File: src/inc/pllcg_cfg.svh
// Offsets, field positions, reset values and counts of the loop controller
// Assumes an 8-bit register address and 8-bit register data
`ifndef PLLCG_CFG_SVH
`define PLLCG_CFG_SVH
`define PLLCG_OFS_CTRL   8'h00
`define PLLCG_OFS_BW     8'h01
`define PLLCG_OFS_MULTL  8'h02
`define PLLCG_OFS_MULTH  8'h03
`define PLLCG_OFS_RANGE  8'h04
`define PLLCG_OFS_RDIV   8'h05
`define PLLCG_CTRL_IE    7
`define PLLCG_CTRL_FLAG  6
`define PLLCG_CTRL_PWR   5
`define PLLCG_CTRL_SEL   4
`define PLLCG_CTRL_PRE   3:2
`define PLLCG_CTRL_EXP   1:0
`define PLLCG_BW_AUTO    7
`define PLLCG_BW_LOCK    6
`define PLLCG_BW_TRACK   5
`define PLLCG_RST_MULT   12'h040
`define PLLCG_RST_RANGE  8'h40
`define PLLCG_RST_RDIV   4'h1
`define PLLCG_SWITCH_EDGES 2'h3
`define PLLCG_NOM_FREQ_HZ 32'h0000_9600
`endif

File: src/inc/pllcg_pkg.sv
// Types shared by the loop controller
// Assumes the header of constants is included beside it
package pllcg_pkg;
   typedef enum logic [2:0] {
      PLLCG_RUN  = 3'b001,
      PLLCG_HOLD = 3'b010,
      PLLCG_SWAP = 3'b100
   } pllcg_state_t;

   typedef struct packed {
      logic       intEn;
      logic       power;
      logic       baseSel;
      logic [1:0] preScale;
      logic [1:0] rangeExp;
   } pllcg_ctrl_t;

   typedef struct packed {
      logic lock;
      logic track;
   } pllcg_det_t;
endpackage : pllcg_pkg

File: src/core/pllcg_top.sv
// Digital control of the clock generator: dividers, lock detector, base clock
// Assumes crystal and VCO clocks arrive as asynchronous pins, well below clk/4
//
// The implementer's own choices: the placing of the registers and the address-and-strobe port.
`timescale 1ns/1ps
`include "pllcg_cfg.svh"
module pllcg_top
   import pllcg_pkg::*;
#(
   parameter int N_W      = 12,
   parameter int R_W      = 4,
   parameter int PER_W    = 20,
   parameter int ACQ_TOL  = 64,
   parameter int LOCK_TOL = 8
)
(
   // Clock and reset
   input  wire logic        clk,
   input  wire logic        rstn,
   // Oscillator and analog side
   input  wire logic        oscillatorEnable,
   input  wire logic        crystalClock,
   input  wire logic        vcoClock,
   output logic             oscRun,
   output logic             loopReferenceClock,
   output logic             finalReferenceClock,
   output logic             vcoFeedbackClock,
   output logic             pumpUp,
   output logic             pumpDown,
   output logic             filterTrack,
   output logic [31:0]      vcoCentreHz,
   output logic             loopPower,
   output logic             baseClock,
   output logic             lockIrq,
   // Register port
   input  wire logic [7:0]  regAddr,
   input  wire logic [7:0]  regWdata,
   input  wire logic        regWr,
   input  wire logic        regRd,
   output logic [7:0]       regRdata
);

   if (N_W < 9 || N_W > 16 || R_W < 1 || R_W > 8 || PER_W < 8)
      $error("pllcg_top: unsupported width parameters");
   if (LOCK_TOL > ACQ_TOL)
      $error("pllcg_top: lock window wider than acquisition window");

   // Zero programmed is taken as one
   function automatic logic [15:0] nz(input logic [15:0] v);
      nz = (v == 16'h0) ? 16'h1 : v;
   endfunction : nz

   function automatic logic [PER_W-1:0] absDiff(input logic [PER_W-1:0] a,
                                                input logic [PER_W-1:0] b);
      absDiff = (a > b) ? a - b : b - a;
   endfunction : absDiff

   //--------------------------------------------------------------------
   // Pin synchronisers
   //--------------------------------------------------------------------
   logic [2:0] xtalSync_reg;
   logic [2:0] vcoSync_reg;
   logic       xtalEdge;
   logic       vcoEdge;

   always_ff @(posedge clk)
   begin
      if (!rstn)
      begin
         xtalSync_reg <= 3'h0;
         vcoSync_reg  <= 3'h0;
      end
      else
      begin
         xtalSync_reg <= {xtalSync_reg[1:0], crystalClock};
         vcoSync_reg  <= {vcoSync_reg[1:0], vcoClock};
      end
   end

   // Crystal edges only count while the oscillator runs
   assign xtalEdge = oscRun && xtalSync_reg[1] && !xtalSync_reg[2];
   assign vcoEdge  = vcoSync_reg[1] && !vcoSync_reg[2];

   //--------------------------------------------------------------------
   // Registers
   //--------------------------------------------------------------------
   pllcg_ctrl_t     ctrl_reg;
   logic            auto_reg;
   logic            trackBit_reg;
   logic            flag_reg;
   logic [N_W-1:0]  mult_reg;
   logic [7:0]      range_reg;
   logic [R_W-1:0]  rdiv_reg;
   pllcg_det_t      detSync1_reg;
   pllcg_det_t      detSync2_reg;
   logic            lockPrev_reg;
   logic            wrCtrl;
   logic            conflict;
   logic            lockRd;
   logic            trackRd;
   logic            lockChange;
   logic            flagClr;

   assign wrCtrl   = regWr && (regAddr == `PLLCG_OFS_CTRL);
   assign conflict = (regWdata[`PLLCG_CTRL_PWR] != ctrl_reg.power) &&
                     (regWdata[`PLLCG_CTRL_SEL] != ctrl_reg.baseSel);
   assign lockRd   = auto_reg && detSync2_reg.lock;
   assign trackRd  = auto_reg ? detSync2_reg.track : trackBit_reg;
   assign lockChange = auto_reg && (detSync2_reg.lock != lockPrev_reg);
   assign flagClr  = regRd && (regAddr == `PLLCG_OFS_CTRL);

   always_ff @(posedge clk)
   begin
      if (!rstn)
         ctrl_reg <= '0;
      else
      begin
         if (wrCtrl)
         begin
            ctrl_reg.intEn <= auto_reg && regWdata[`PLLCG_CTRL_IE];
            if (!conflict)
            begin
               // Loop stays on while the VCO drives the base clock
               ctrl_reg.power <= ctrl_reg.baseSel || regWdata[`PLLCG_CTRL_PWR];
               ctrl_reg.baseSel <= ctrl_reg.power && (range_reg != 8'h0) &&
                                   regWdata[`PLLCG_CTRL_SEL];
            end
            if (!ctrl_reg.power)
            begin
               ctrl_reg.preScale <= regWdata[`PLLCG_CTRL_PRE];
               ctrl_reg.rangeExp <= regWdata[`PLLCG_CTRL_EXP];
            end
         end
         if (!auto_reg)
            ctrl_reg.intEn <= 1'b0;
      end
   end

   always_ff @(posedge clk)
   begin
      if (!rstn)
      begin
         auto_reg     <= 1'b0;
         trackBit_reg <= 1'b0;
      end
      else if (regWr && (regAddr == `PLLCG_OFS_BW))
      begin
         auto_reg <= regWdata[`PLLCG_BW_AUTO];
         if (!auto_reg)
            trackBit_reg <= regWdata[`PLLCG_BW_TRACK];
      end
   end

   // Frozen while the loop runs so the dividers never see a mid-lock change
   always_ff @(posedge clk)
   begin
      if (!rstn)
      begin
         mult_reg  <= N_W'(`PLLCG_RST_MULT);
         range_reg <= `PLLCG_RST_RANGE;
         rdiv_reg  <= R_W'(`PLLCG_RST_RDIV);
      end
      else if (regWr && !ctrl_reg.power)
      begin
         if (regAddr == `PLLCG_OFS_MULTL)
            mult_reg[7:0] <= regWdata;
         if (regAddr == `PLLCG_OFS_MULTH)
            mult_reg[N_W-1:8] <= regWdata[N_W-9:0];
         if (regAddr == `PLLCG_OFS_RANGE)
            range_reg <= regWdata;
         if (regAddr == `PLLCG_OFS_RDIV)
            rdiv_reg <= regWdata[R_W-1:0];
      end
   end

   // Set wins over the clearing read
   always_ff @(posedge clk)
   begin
      if (!rstn)
      begin
         flag_reg     <= 1'b0;
         lockPrev_reg <= 1'b0;
      end
      else
      begin
         lockPrev_reg <= detSync2_reg.lock;
         if (lockChange)
            flag_reg <= 1'b1;
         else if (flagClr || !auto_reg)
            flag_reg <= 1'b0;
      end
   end

   always_ff @(posedge clk)
   begin
      if (!rstn)
         regRdata <= 8'h0;
      else if (!regRd)
         regRdata <= 8'h0;
      else
      begin
         unique case (regAddr)
            `PLLCG_OFS_CTRL:
               regRdata <= {ctrl_reg.intEn, flag_reg && auto_reg, ctrl_reg.power,
                            ctrl_reg.baseSel, ctrl_reg.preScale, ctrl_reg.rangeExp};
            `PLLCG_OFS_BW:    regRdata <= {auto_reg, lockRd, trackRd, 5'h0};
            `PLLCG_OFS_MULTL: regRdata <= mult_reg[7:0];
            `PLLCG_OFS_MULTH: regRdata <= 8'(mult_reg[N_W-1:8]);
            `PLLCG_OFS_RANGE: regRdata <= range_reg;
            `PLLCG_OFS_RDIV:  regRdata <= 8'(rdiv_reg);
            default:          regRdata <= 8'h0;
         endcase
      end
   end

   //--------------------------------------------------------------------
   // Oscillator, reference and feedback dividers
   //--------------------------------------------------------------------
   logic [R_W-1:0] refCnt_reg;
   logic [2:0]     preCnt_reg;
   logic [N_W-1:0] modCnt_reg;
   logic [2:0]     preTop;
   logic           preTick;
   logic           rdvTick;
   logic           fbTick;

   assign preTop  = 3'((4'h1 << ctrl_reg.preScale) - 4'h1);
   assign preTick = vcoEdge && (preCnt_reg == preTop);
   assign rdvTick = xtalEdge && (16'(refCnt_reg) + 16'h1 >= nz(16'(rdiv_reg)));
   assign fbTick  = preTick && (16'(modCnt_reg) + 16'h1 >= nz(16'(mult_reg)));

   always_ff @(posedge clk)
   begin
      if (!rstn)
      begin
         oscRun             <= 1'b0;
         loopReferenceClock <= 1'b0;
      end
      else
      begin
         oscRun             <= oscillatorEnable;
         loopReferenceClock <= oscRun && xtalSync_reg[2];
      end
   end

   always_ff @(posedge clk)
   begin
      if (!rstn || !ctrl_reg.power)
      begin
         refCnt_reg          <= '0;
         finalReferenceClock <= 1'b0;
      end
      else
      begin
         finalReferenceClock <= rdvTick;
         if (rdvTick)
            refCnt_reg <= '0;
         else if (xtalEdge)
            refCnt_reg <= refCnt_reg + R_W'(1);
      end
   end

   always_ff @(posedge clk)
   begin
      if (!rstn || !ctrl_reg.power)
      begin
         preCnt_reg       <= 3'h0;
         modCnt_reg       <= '0;
         vcoFeedbackClock <= 1'b0;
      end
      else
      begin
         vcoFeedbackClock <= fbTick;
         if (preTick)
            preCnt_reg <= 3'h0;
         else if (vcoEdge)
            preCnt_reg <= preCnt_reg + 3'h1;
         if (fbTick)
            modCnt_reg <= '0;
         else if (preTick)
            modCnt_reg <= modCnt_reg + N_W'(1);
      end
   end

   always_ff @(posedge clk)
   begin
      if (!rstn)
         vcoCentreHz <= 32'h0;
      else
         vcoCentreHz <= ({24'h0, range_reg} * `PLLCG_NOM_FREQ_HZ) << ctrl_reg.rangeExp;
   end

   //--------------------------------------------------------------------
   // Phase detector
   //--------------------------------------------------------------------
   // Leading edge opens a pulse, the other edge closes both
   always_ff @(posedge clk)
   begin
      if (!rstn || !ctrl_reg.power)
      begin
         pumpUp   <= 1'b0;
         pumpDown <= 1'b0;
      end
      else if (rdvTick && fbTick)
      begin
         pumpUp   <= 1'b0;
         pumpDown <= 1'b0;
      end
      else if (rdvTick)
      begin
         pumpUp   <= !pumpDown;
         pumpDown <= 1'b0;
      end
      else if (fbTick)
      begin
         pumpDown <= !pumpUp;
         pumpUp   <= 1'b0;
      end
   end

   //--------------------------------------------------------------------
   // Lock detector
   //--------------------------------------------------------------------
   // Periods counted in clk cycles; resolution is limited by the clk rate
   logic [PER_W-1:0] refAge_reg;
   logic [PER_W-1:0] fbAge_reg;
   logic [PER_W-1:0] fbPer_reg;
   pllcg_det_t       detRaw_reg;
   logic [PER_W-1:0] perDiff;

   assign perDiff = absDiff(refAge_reg, fbPer_reg);

   always_ff @(posedge clk)
   begin
      if (!rstn || !ctrl_reg.power)
      begin
         refAge_reg <= '0;
         fbAge_reg  <= '0;
         fbPer_reg  <= '0;
         detRaw_reg <= '0;
      end
      else
      begin
         if (fbTick)
            fbPer_reg <= fbAge_reg;
         fbAge_reg  <= fbTick ? '0 : fbAge_reg + PER_W'(!(&fbAge_reg));
         refAge_reg <= rdvTick ? '0 : refAge_reg + PER_W'(!(&refAge_reg));
         if (rdvTick)
         begin
            detRaw_reg.track <= perDiff <= PER_W'(ACQ_TOL);
            detRaw_reg.lock  <= perDiff <= PER_W'(LOCK_TOL);
         end
      end
   end

   always_ff @(posedge clk)
   begin
      if (!rstn)
      begin
         detSync1_reg <= '0;
         detSync2_reg <= '0;
      end
      else
      begin
         detSync1_reg <= detRaw_reg;
         detSync2_reg <= detSync1_reg;
      end
   end

   // Filter mode: the detector steers it in auto mode, software otherwise
   assign filterTrack = trackRd;
   assign loopPower   = ctrl_reg.power;
   assign lockIrq     = ctrl_reg.intEn && flag_reg;

   //--------------------------------------------------------------------
   // Base clock selector
   //--------------------------------------------------------------------
   pllcg_state_t selState_reg;
   logic         srcVco_reg;
   logic [1:0]   oldCnt_reg;
   logic [1:0]   newCnt_reg;
   logic         oldEdge;
   logic         newEdge;
   logic         srcEdge;
   logic         oldGone;
   logic         newGone;

   assign oldEdge = srcVco_reg ? vcoEdge : xtalEdge;
   assign newEdge = srcVco_reg ? xtalEdge : vcoEdge;
   // A stopped source gives no edges; waiting on it would freeze the base clock
   assign oldGone = srcVco_reg ? !ctrl_reg.power : !oscRun;
   assign newGone = srcVco_reg ? !oscRun : !ctrl_reg.power;
   assign srcEdge = srcVco_reg ? vcoEdge : xtalEdge;

   always_ff @(posedge clk)
   begin
      if (!rstn)
      begin
         selState_reg <= PLLCG_RUN;
         srcVco_reg   <= 1'b0;
         oldCnt_reg   <= 2'h0;
         newCnt_reg   <= 2'h0;
      end
      else
      begin
         unique case (selState_reg)
            PLLCG_RUN:
            begin
               oldCnt_reg <= 2'h0;
               newCnt_reg <= 2'h0;
               if (ctrl_reg.baseSel != srcVco_reg)
                  selState_reg <= PLLCG_HOLD;
            end
            PLLCG_HOLD:
            begin
               if ((oldEdge || oldGone) && oldCnt_reg != `PLLCG_SWITCH_EDGES)
                  oldCnt_reg <= oldCnt_reg + 2'h1;
               if ((newEdge || newGone) && newCnt_reg != `PLLCG_SWITCH_EDGES)
                  newCnt_reg <= newCnt_reg + 2'h1;
               if (oldCnt_reg == `PLLCG_SWITCH_EDGES &&
                   newCnt_reg == `PLLCG_SWITCH_EDGES)
                  selState_reg <= PLLCG_SWAP;
            end
            PLLCG_SWAP:
            begin
               srcVco_reg   <= !srcVco_reg;
               selState_reg <= PLLCG_RUN;
            end
            default: selState_reg <= PLLCG_RUN;
         endcase
      end
   end

   always_ff @(posedge clk)
   begin
      if (!rstn)
         baseClock <= 1'b0;
      else if (selState_reg == PLLCG_RUN && srcEdge)
         baseClock <= !baseClock;
   end
endmodule : pllcg_top

File: config.mk
export PLATFORM = sky130hd
export DESIGN_NAME = pllcg_top
export DESIGN_NICKNAME = d
export VERILOG_FILES = /design/src/inc/pllcg_pkg.sv /design/src/core/pllcg_top.sv
export VERILOG_INCLUDE_DIRS = /design/src /design/src/inc
export SDC_FILE = /design/constraint.sdc
export NUM_CORES = 1
export LEC_CHECK = 0
export BUFFER_PORTS_ARGS = -buffer_cell sky130_fd_sc_hd__buf_2
export CORE_MARGIN = 2
export CORE_UTILIZATION = 40
export DETAILED_ROUTE_END_ITERATION = 10
export PLACE_DENSITY = 0.58
export SKIP_CTS_REPAIR_TIMING = 1
export SYNTH_ARGS = -nofsm -noshare
export SYNTH_HDL_FRONTEND = slang
export SYNTH_SLANG_ARGS = --single-unit
File: constraint.sdc
create_clock -name clk -period 11.4 [get_ports clk]
set_input_delay 1.14 -clock clk [delete_from_list [all_inputs] [get_ports clk]]
set_output_delay 1.14 -clock clk [all_outputs]
set_load 0.05 [all_outputs]
==> results.yml, run 1 <==
hold_path:
  hp-class: "register to register"
synth:
  netlist.area_leader.share: 0.317
  synth-edff-count: 0
  synth_area_leaders: "dfxtp_1 32%, ha_1 12%, nor2_1 5.5%"
  ys_top_cells_by_count: "167 x dfxtp_1, 156 x nor2_1, 106 x inv_1, 102 x ha_1, 67 x nand2_1"
  syn_area_per_cell_um2: 8.52
  yosysTopAreaCell: "dfxtp_1"
  yosysWarnings: 0
  ys.flop_type: "dfxtp_1"
  yosysSeqAreaShare: 0.317
  synthCells: 1239
  async_flop_share: 0
  ys_seq_elements: 167
  synth_area_um2: 10600
  synth_cell_types: 81
  synth.most_common_cell: "dfxtp_1"
timing:
  tightest_slew_ns: 1.16
  drv_slew: 0
  hold-worst-slack_ns: 0.439
  maxSlewHeadroom: 0.226
  period_share: 0.360
  setup_viol: 0
  tns_ns: 0
  finClkSkew_ns: 0.0129
  fmax_ghz: 0.244
  hold_viol: 0
  setup_ws_ns: 7.30
  rsz0062_at_grt: "no"
  min_period_ns: 4.10
placed_design:
  preCtsSetupSlack_ns: 7.39
  post-place-cells: 1584
  dp_hpwl_um: 18900
  portBuffers: 58
  gp_congestion: 0.843
critical_path:
  required_ns: 11.75
  crit_path_end: "detRaw_reg[1]"
  cp.arrival_ns: 4.45
  rr_endpoint: "detRaw_reg[1]"
  end_kind: "register"
  startpoint: "refAge_reg[1]"
  r2r_cells: 12
  rr_startpoint: "refAge_reg[1]"
  critPathMaxFanout: 13
  critPathKind: "register to register"
  rrSetupSlack_ns: 7.30
  worstSetupStartpointType: "register"
drt:
  drc: 0
  drt-pass1-iter-count: 8
  drt-wirelength-per-cell_um: 15.7
  drtIter0Drc: 472
  ant_nets: 0
  vias: 8542
  avgViaCountPerCell: 5.29
  wirelength_um: 25400
global_route:
  gr-usage-all-layers: 0.184
  gr-total-overflow: 0
  grt_pass1_wl_um: 41700
  grt_max_degree: 52
  antenna_found_initial: 0
  grt_pass1_vias: 8059
clocking:
  clock_sinks: 167
  clk-insertion-delay-late_ns: 0.44
  cts_tree: "yes"
  h-tree-depth: 4
  clk_pin_slew_ns: 0.07
  cts-root-buf: "clkbuf_16"
  cts_made_buffers: 17
  clk_path_buf_depth: 2
flow_run:
  drv_cap: 0
status:
  status: "completed"
die:
  die_x_um: 166
  die_height_um: 166
  die_area_um2: 27700
  coreArea_um2: 26000
  ios: 73
  start_util: 0.406
  row_count: 59
layout:
  diodes: 0
  drive_gt1_frac: 0.103
  syn2layout_area_growth_pct: 10.1
  layout.cells.non_filler: 1616
  nets: 1402
  final_core_util: 0.447
power:
  p_per_area_nw_per_um2: 104
  vdd_drop_max_uv: 86.0
  power_leakage_uw: 0.00485
## how the worst min path moves through the flow
| stage | to | slack (ns) | depth (start not counted) | from |
|---|---|---|---|---|
| after floorplan | detSync2_reg[0] | 0.41 | 1 | detSync1_reg[0] |
| after global placement | vcoSync_reg[1] | 0.42 | 1 | vcoSync_reg[0] |
| after detailed placement | vcoSync_reg[1] | 0.43 | 1 | vcoSync_reg[0] |
| after CTS | xtalSync_reg[2] | 0.44 | 2 | xtalSync_reg[1] |
| after global routing | detSync2_reg[1] | 0.46 | 1 | detSync1_reg[1] |
| final | vcoSync_reg[1] | 0.44 | 1 | vcoSync_reg[0] |
## layout by cell type, fill, tap and decap left out, types with 10 or more instances in the layout
| cell | instances |
|---|---|
| xnor2_1 | 53 |
| a21oi_1 | 63 |
| mux2i_1 | 55 |
| nand2_1 | 67 |
| nor2b_1 | 13 |
| nand4_1 | 32 |
| clkbuf_16 | 17 |
| xor2_1 | 42 |
| buf_2 | 58 |
| o31ai_1 | 23 |
| a211oi_1 | 14 |
| nor2_1 | 156 |
| nand3_1 | 31 |
| and2_1 | 19 |
| buf_4 | 10 |
| conb_1 | 14 |
| nand2b_1 | 11 |
| inv_1 | 106 |
| o21ai_0 | 31 |
| ha_1 | 102 |
| a21o_1 | 14 |
| nor3_1 | 18 |
| dfxtp_1 | 167 |
| and3_1 | 17 |
| a31oi_1 | 10 |
## worst max-delay path, cell delays in order (launching register included)
cell	delay, ns
dfxtp_1	0.57
inv_1	0.15
fa_1	0.46
nor2b_1	0.16
o31a_1	0.20
o31ai_2	0.11
a2111oi_4	0.49
or2_1	0.60
mux2_2	0.40
a21oi_1	0.15
xnor2_1	0.18
or4bb_1	0.41
o22ai_1	0.13
## per-stage QoR
stage	total power, uW	instance area (um^2)
6_report	1210	11600
5_1_grt	1250	11600
4_1_cts	1230	11600
3_5_place_dp	639	11000
3_3_place_gp	639	11000
2_1_floorplan	631	10600
## cell type report
class,count,area [um^2]
Fill cell,2611,14400
Multi-Input combinational cell,907,6490
Sequential cell,167,3340
Clock buffer,17,425
Tap cell,335,419
Inverter,107,402
Timing Repair Buffer,68,365
Clock inverter,15,179
## layer usage
metal | up-vias | global-route usage | wire, um
met3 | 18 | 0.0311 | 849
met2 | 164 | 0.307 | 12100
met1 | 4043 | 0.247 | 12100
li1 | 4317 | - | -
met5 | - | 0 | 0
met4 | 0 | 0.0465 | 325
## cell families (layout without fill, tap and decap cells)
| family | after synthesis | after routing | share of synthesized area |
|---|---|---|---|
| buf+inv | 178 | 207 | 0.0732 |
| mux | 61 | 61 | 0.0607 |
| xor+xnor | 95 | 95 | 0.0788 |
| simple gates | 406 | 406 | 0.188 |
| fa+ha+maj | 111 | 111 | 0.138 |
| compound gates | 220 | 220 | 0.144 |
| flops | 167 | 167 | 0.317 |
| other cells | 1 | 14 | 0.000355 |
## report_power, final
part	internal [uW]	switching (uW)	total [uW]
clock	298	287	585
sequential	585	1.20	586
combinational	8.49	30.3	38.8
total	891	319	1210
Note: power is estimated with default switching activity, not from simulation.
==> run 2: changes to the inputs <==
==> constraint.sdc (replaced) <==
create_clock -name clk -period 3.9 [get_ports clk]
set_input_delay 0.39 -clock clk [delete_from_list [all_inputs] [get_ports clk]]
set_output_delay 0.39 -clock clk [all_outputs]
set_load 0.05 [all_outputs]
==> results.yml, run 2 (same netlist as run 1, synthesis figures left out) <==
status:
  status: "completed"
die:
  die_area_um2: 27700
  coreArea_um2: 26000
  row_count: 59
  ios: 73
  start_util: 0.406
  die_x_um: 166
  die_height_um: 166
critical_path:
  r2r_cells: 14
  startpoint: "range_reg[4]"
  required_ns: 4.24
  end_kind: "register"
  critPathMaxFanout: 4
  crit_path_end: "vcoCentreHz[23]"
  critPathKind: "register to register"
  worstSetupStartpointType: "register"
  rr_endpoint: "vcoCentreHz[23]"
  rrSetupSlack_ns: 0.22
  cp.arrival_ns: 4.02
  rr_startpoint: "range_reg[4]"
clocking:
  cts-root-buf: "clkbuf_16"
  clk_pin_slew_ns: 0.07
  clock_sinks: 167
  cts_tree: "yes"
  h-tree-depth: 4
  clk_path_buf_depth: 2
  cts_made_buffers: 17
  clk-insertion-delay-late_ns: 0.45
global_route:
  grt_max_degree: 52
  gr-usage-all-layers: 0.188
  antenna_found_initial: 0
  grt_pass1_vias: 8407
  grt_pass1_wl_um: 43000
  gr-total-overflow: 0
timing:
  rsz0062_at_grt: "yes"
  drv_slew: 0
  fmax_ghz: 0.271
  hold-worst-slack_ns: 0.160
  maxSlewHeadroom: 0.248
  setup_viol: 0
  min_period_ns: 3.68
  finClkSkew_ns: 0.0180
  tightest_slew_ns: 1.13
  hold_viol: 0
  period_share: 0.944
power:
  p_sw_frac: 0.256
  p_total_uw: 3570
  power_leakage_uw: 0.00499
  vdd_drop_max_uv: 252
  p_per_area_nw_per_um2: 301
  p_switching_uw: 915
  cell_internal_pwr_uw: 2660
  seqPwrFrac: 0.480
  p_comb_frac: 0.032
  clkPwrFrac: 0.488
drt:
  drtIter0Drc: 497
  vias: 8542
  drt-wirelength-per-cell_um: 15.7
  ant_nets: 0
  avgViaCountPerCell: 5.21
  wirelength_um: 25800
  drt-pass1-iter-count: 6
  drc: 0
placed_design:
  gp_congestion: 0.900
  portBuffers: 58
  dp_hpwl_um: 19400
  post-place-cells: 1608
flow_run:
  drv_cap: 0
layout:
  final_cell_mix: "167 x dfxtp_1, 155 x nor2_1, 106 x inv_1, 102 x ha_1, 67 x nand2_1"
  drive_gt1_frac: 0.126
  syn2layout_area_growth_pct: 12.3
  mostFrequentLayoutCell: "dfxtp_1"
  diodes: 0
  nets: 1426
  layout.cells.non_filler: 1640
hold_path:
  hp-class: "primary input to register"
==> run 2: changes by cell type in the layout (fill, tap and decap cells not counted), sizes merged <==
cell      change
inv           +2
clkinvlp      +2
bufinv        +1
buf          +24
clkinv        -5
==> run 2: critical path: stages (launching register included) <==
cell      delay, ns
dfxtp_1        0.31
ha_1           0.29
ha_1           0.27
inv_1          0.05
fa_1           0.50
fa_1           0.51
inv_1          0.04
ha_1           0.35
nand2_1        0.09
o21ai_1        0.10
a311oi_2       0.34
a21oi_1        0.13
xnor2_1        0.24
a21oi_1        0.13
o211a_1        0.22
==> run 2: routing by layer <==
metal | GRT usage | vias up | routed length, um
met3 | 0.0276 | 37 | 776
met2 | 0.306 | 146 | 11800
met4 | 0.0671 | 0 | 634
met1 | 0.255 | 3985 | 12600
li1 | - | 4374 | -
met5 | 0 | - | 0
==> run 2: worst min path at each step <==
stage                      from         endpoint  slack (ns)  depth (start not counted)
6_report       oscillatorEnable           oscRun        0.16                          2
5_1_grt            crystalClock  xtalSync_reg[0]        0.17                          2
4_1_cts        oscillatorEnable           oscRun        0.15                          2
3_5_place_dp     vcoSync_reg[0]   vcoSync_reg[1]        0.43                          1
3_3_place_gp     vcoSync_reg[0]   vcoSync_reg[1]        0.41                          1
2_1_floorplan   detSync1_reg[0]  detSync2_reg[0]        0.41                          1
==> run 2: cell type report <==
| cell class | instances | area (um^2) |
|---|---|---|
| clock buffer | 17 | 425 |
| clock inverter | 15 | 178 |
| fill | 2603 | 14100 |
| inverter | 107 | 402 |
| multi-input combinational | 907 | 6540 |
| sequential | 167 | 3340 |
| tap | 335 | 419 |
| timing repair buffer | 92 | 546 |
==> run 2: power by group through the flow <==
stage / clock network (uW) / registers (uW) / logic [uW]
5_1_grt: 1840 / 1710 / 123
3_3_place_gp: 0 / 1750 / 115
3_5_place_dp: 0 / 1750 / 115
6_report: 1740 / 1710 / 115
2_1_floorplan: 0 / 1760 / 79.6
4_1_cts: 1770 / 1710 / 115
==> run 2: per-stage QoR <==
step           TNS, ns  setup WS (ns)   util  cell area [um^2]
6_report             0          0.217  0.456             11900
5_1_grt         -0.127        -0.0526  0.456             11900
4_1_cts              0         0.0316  0.454             11800
3_5_place_dp         0         0.0587  0.431             11200
3_3_place_gp         0         0.0617  0.431             11200
2_1_floorplan        0          0.218      -             10600
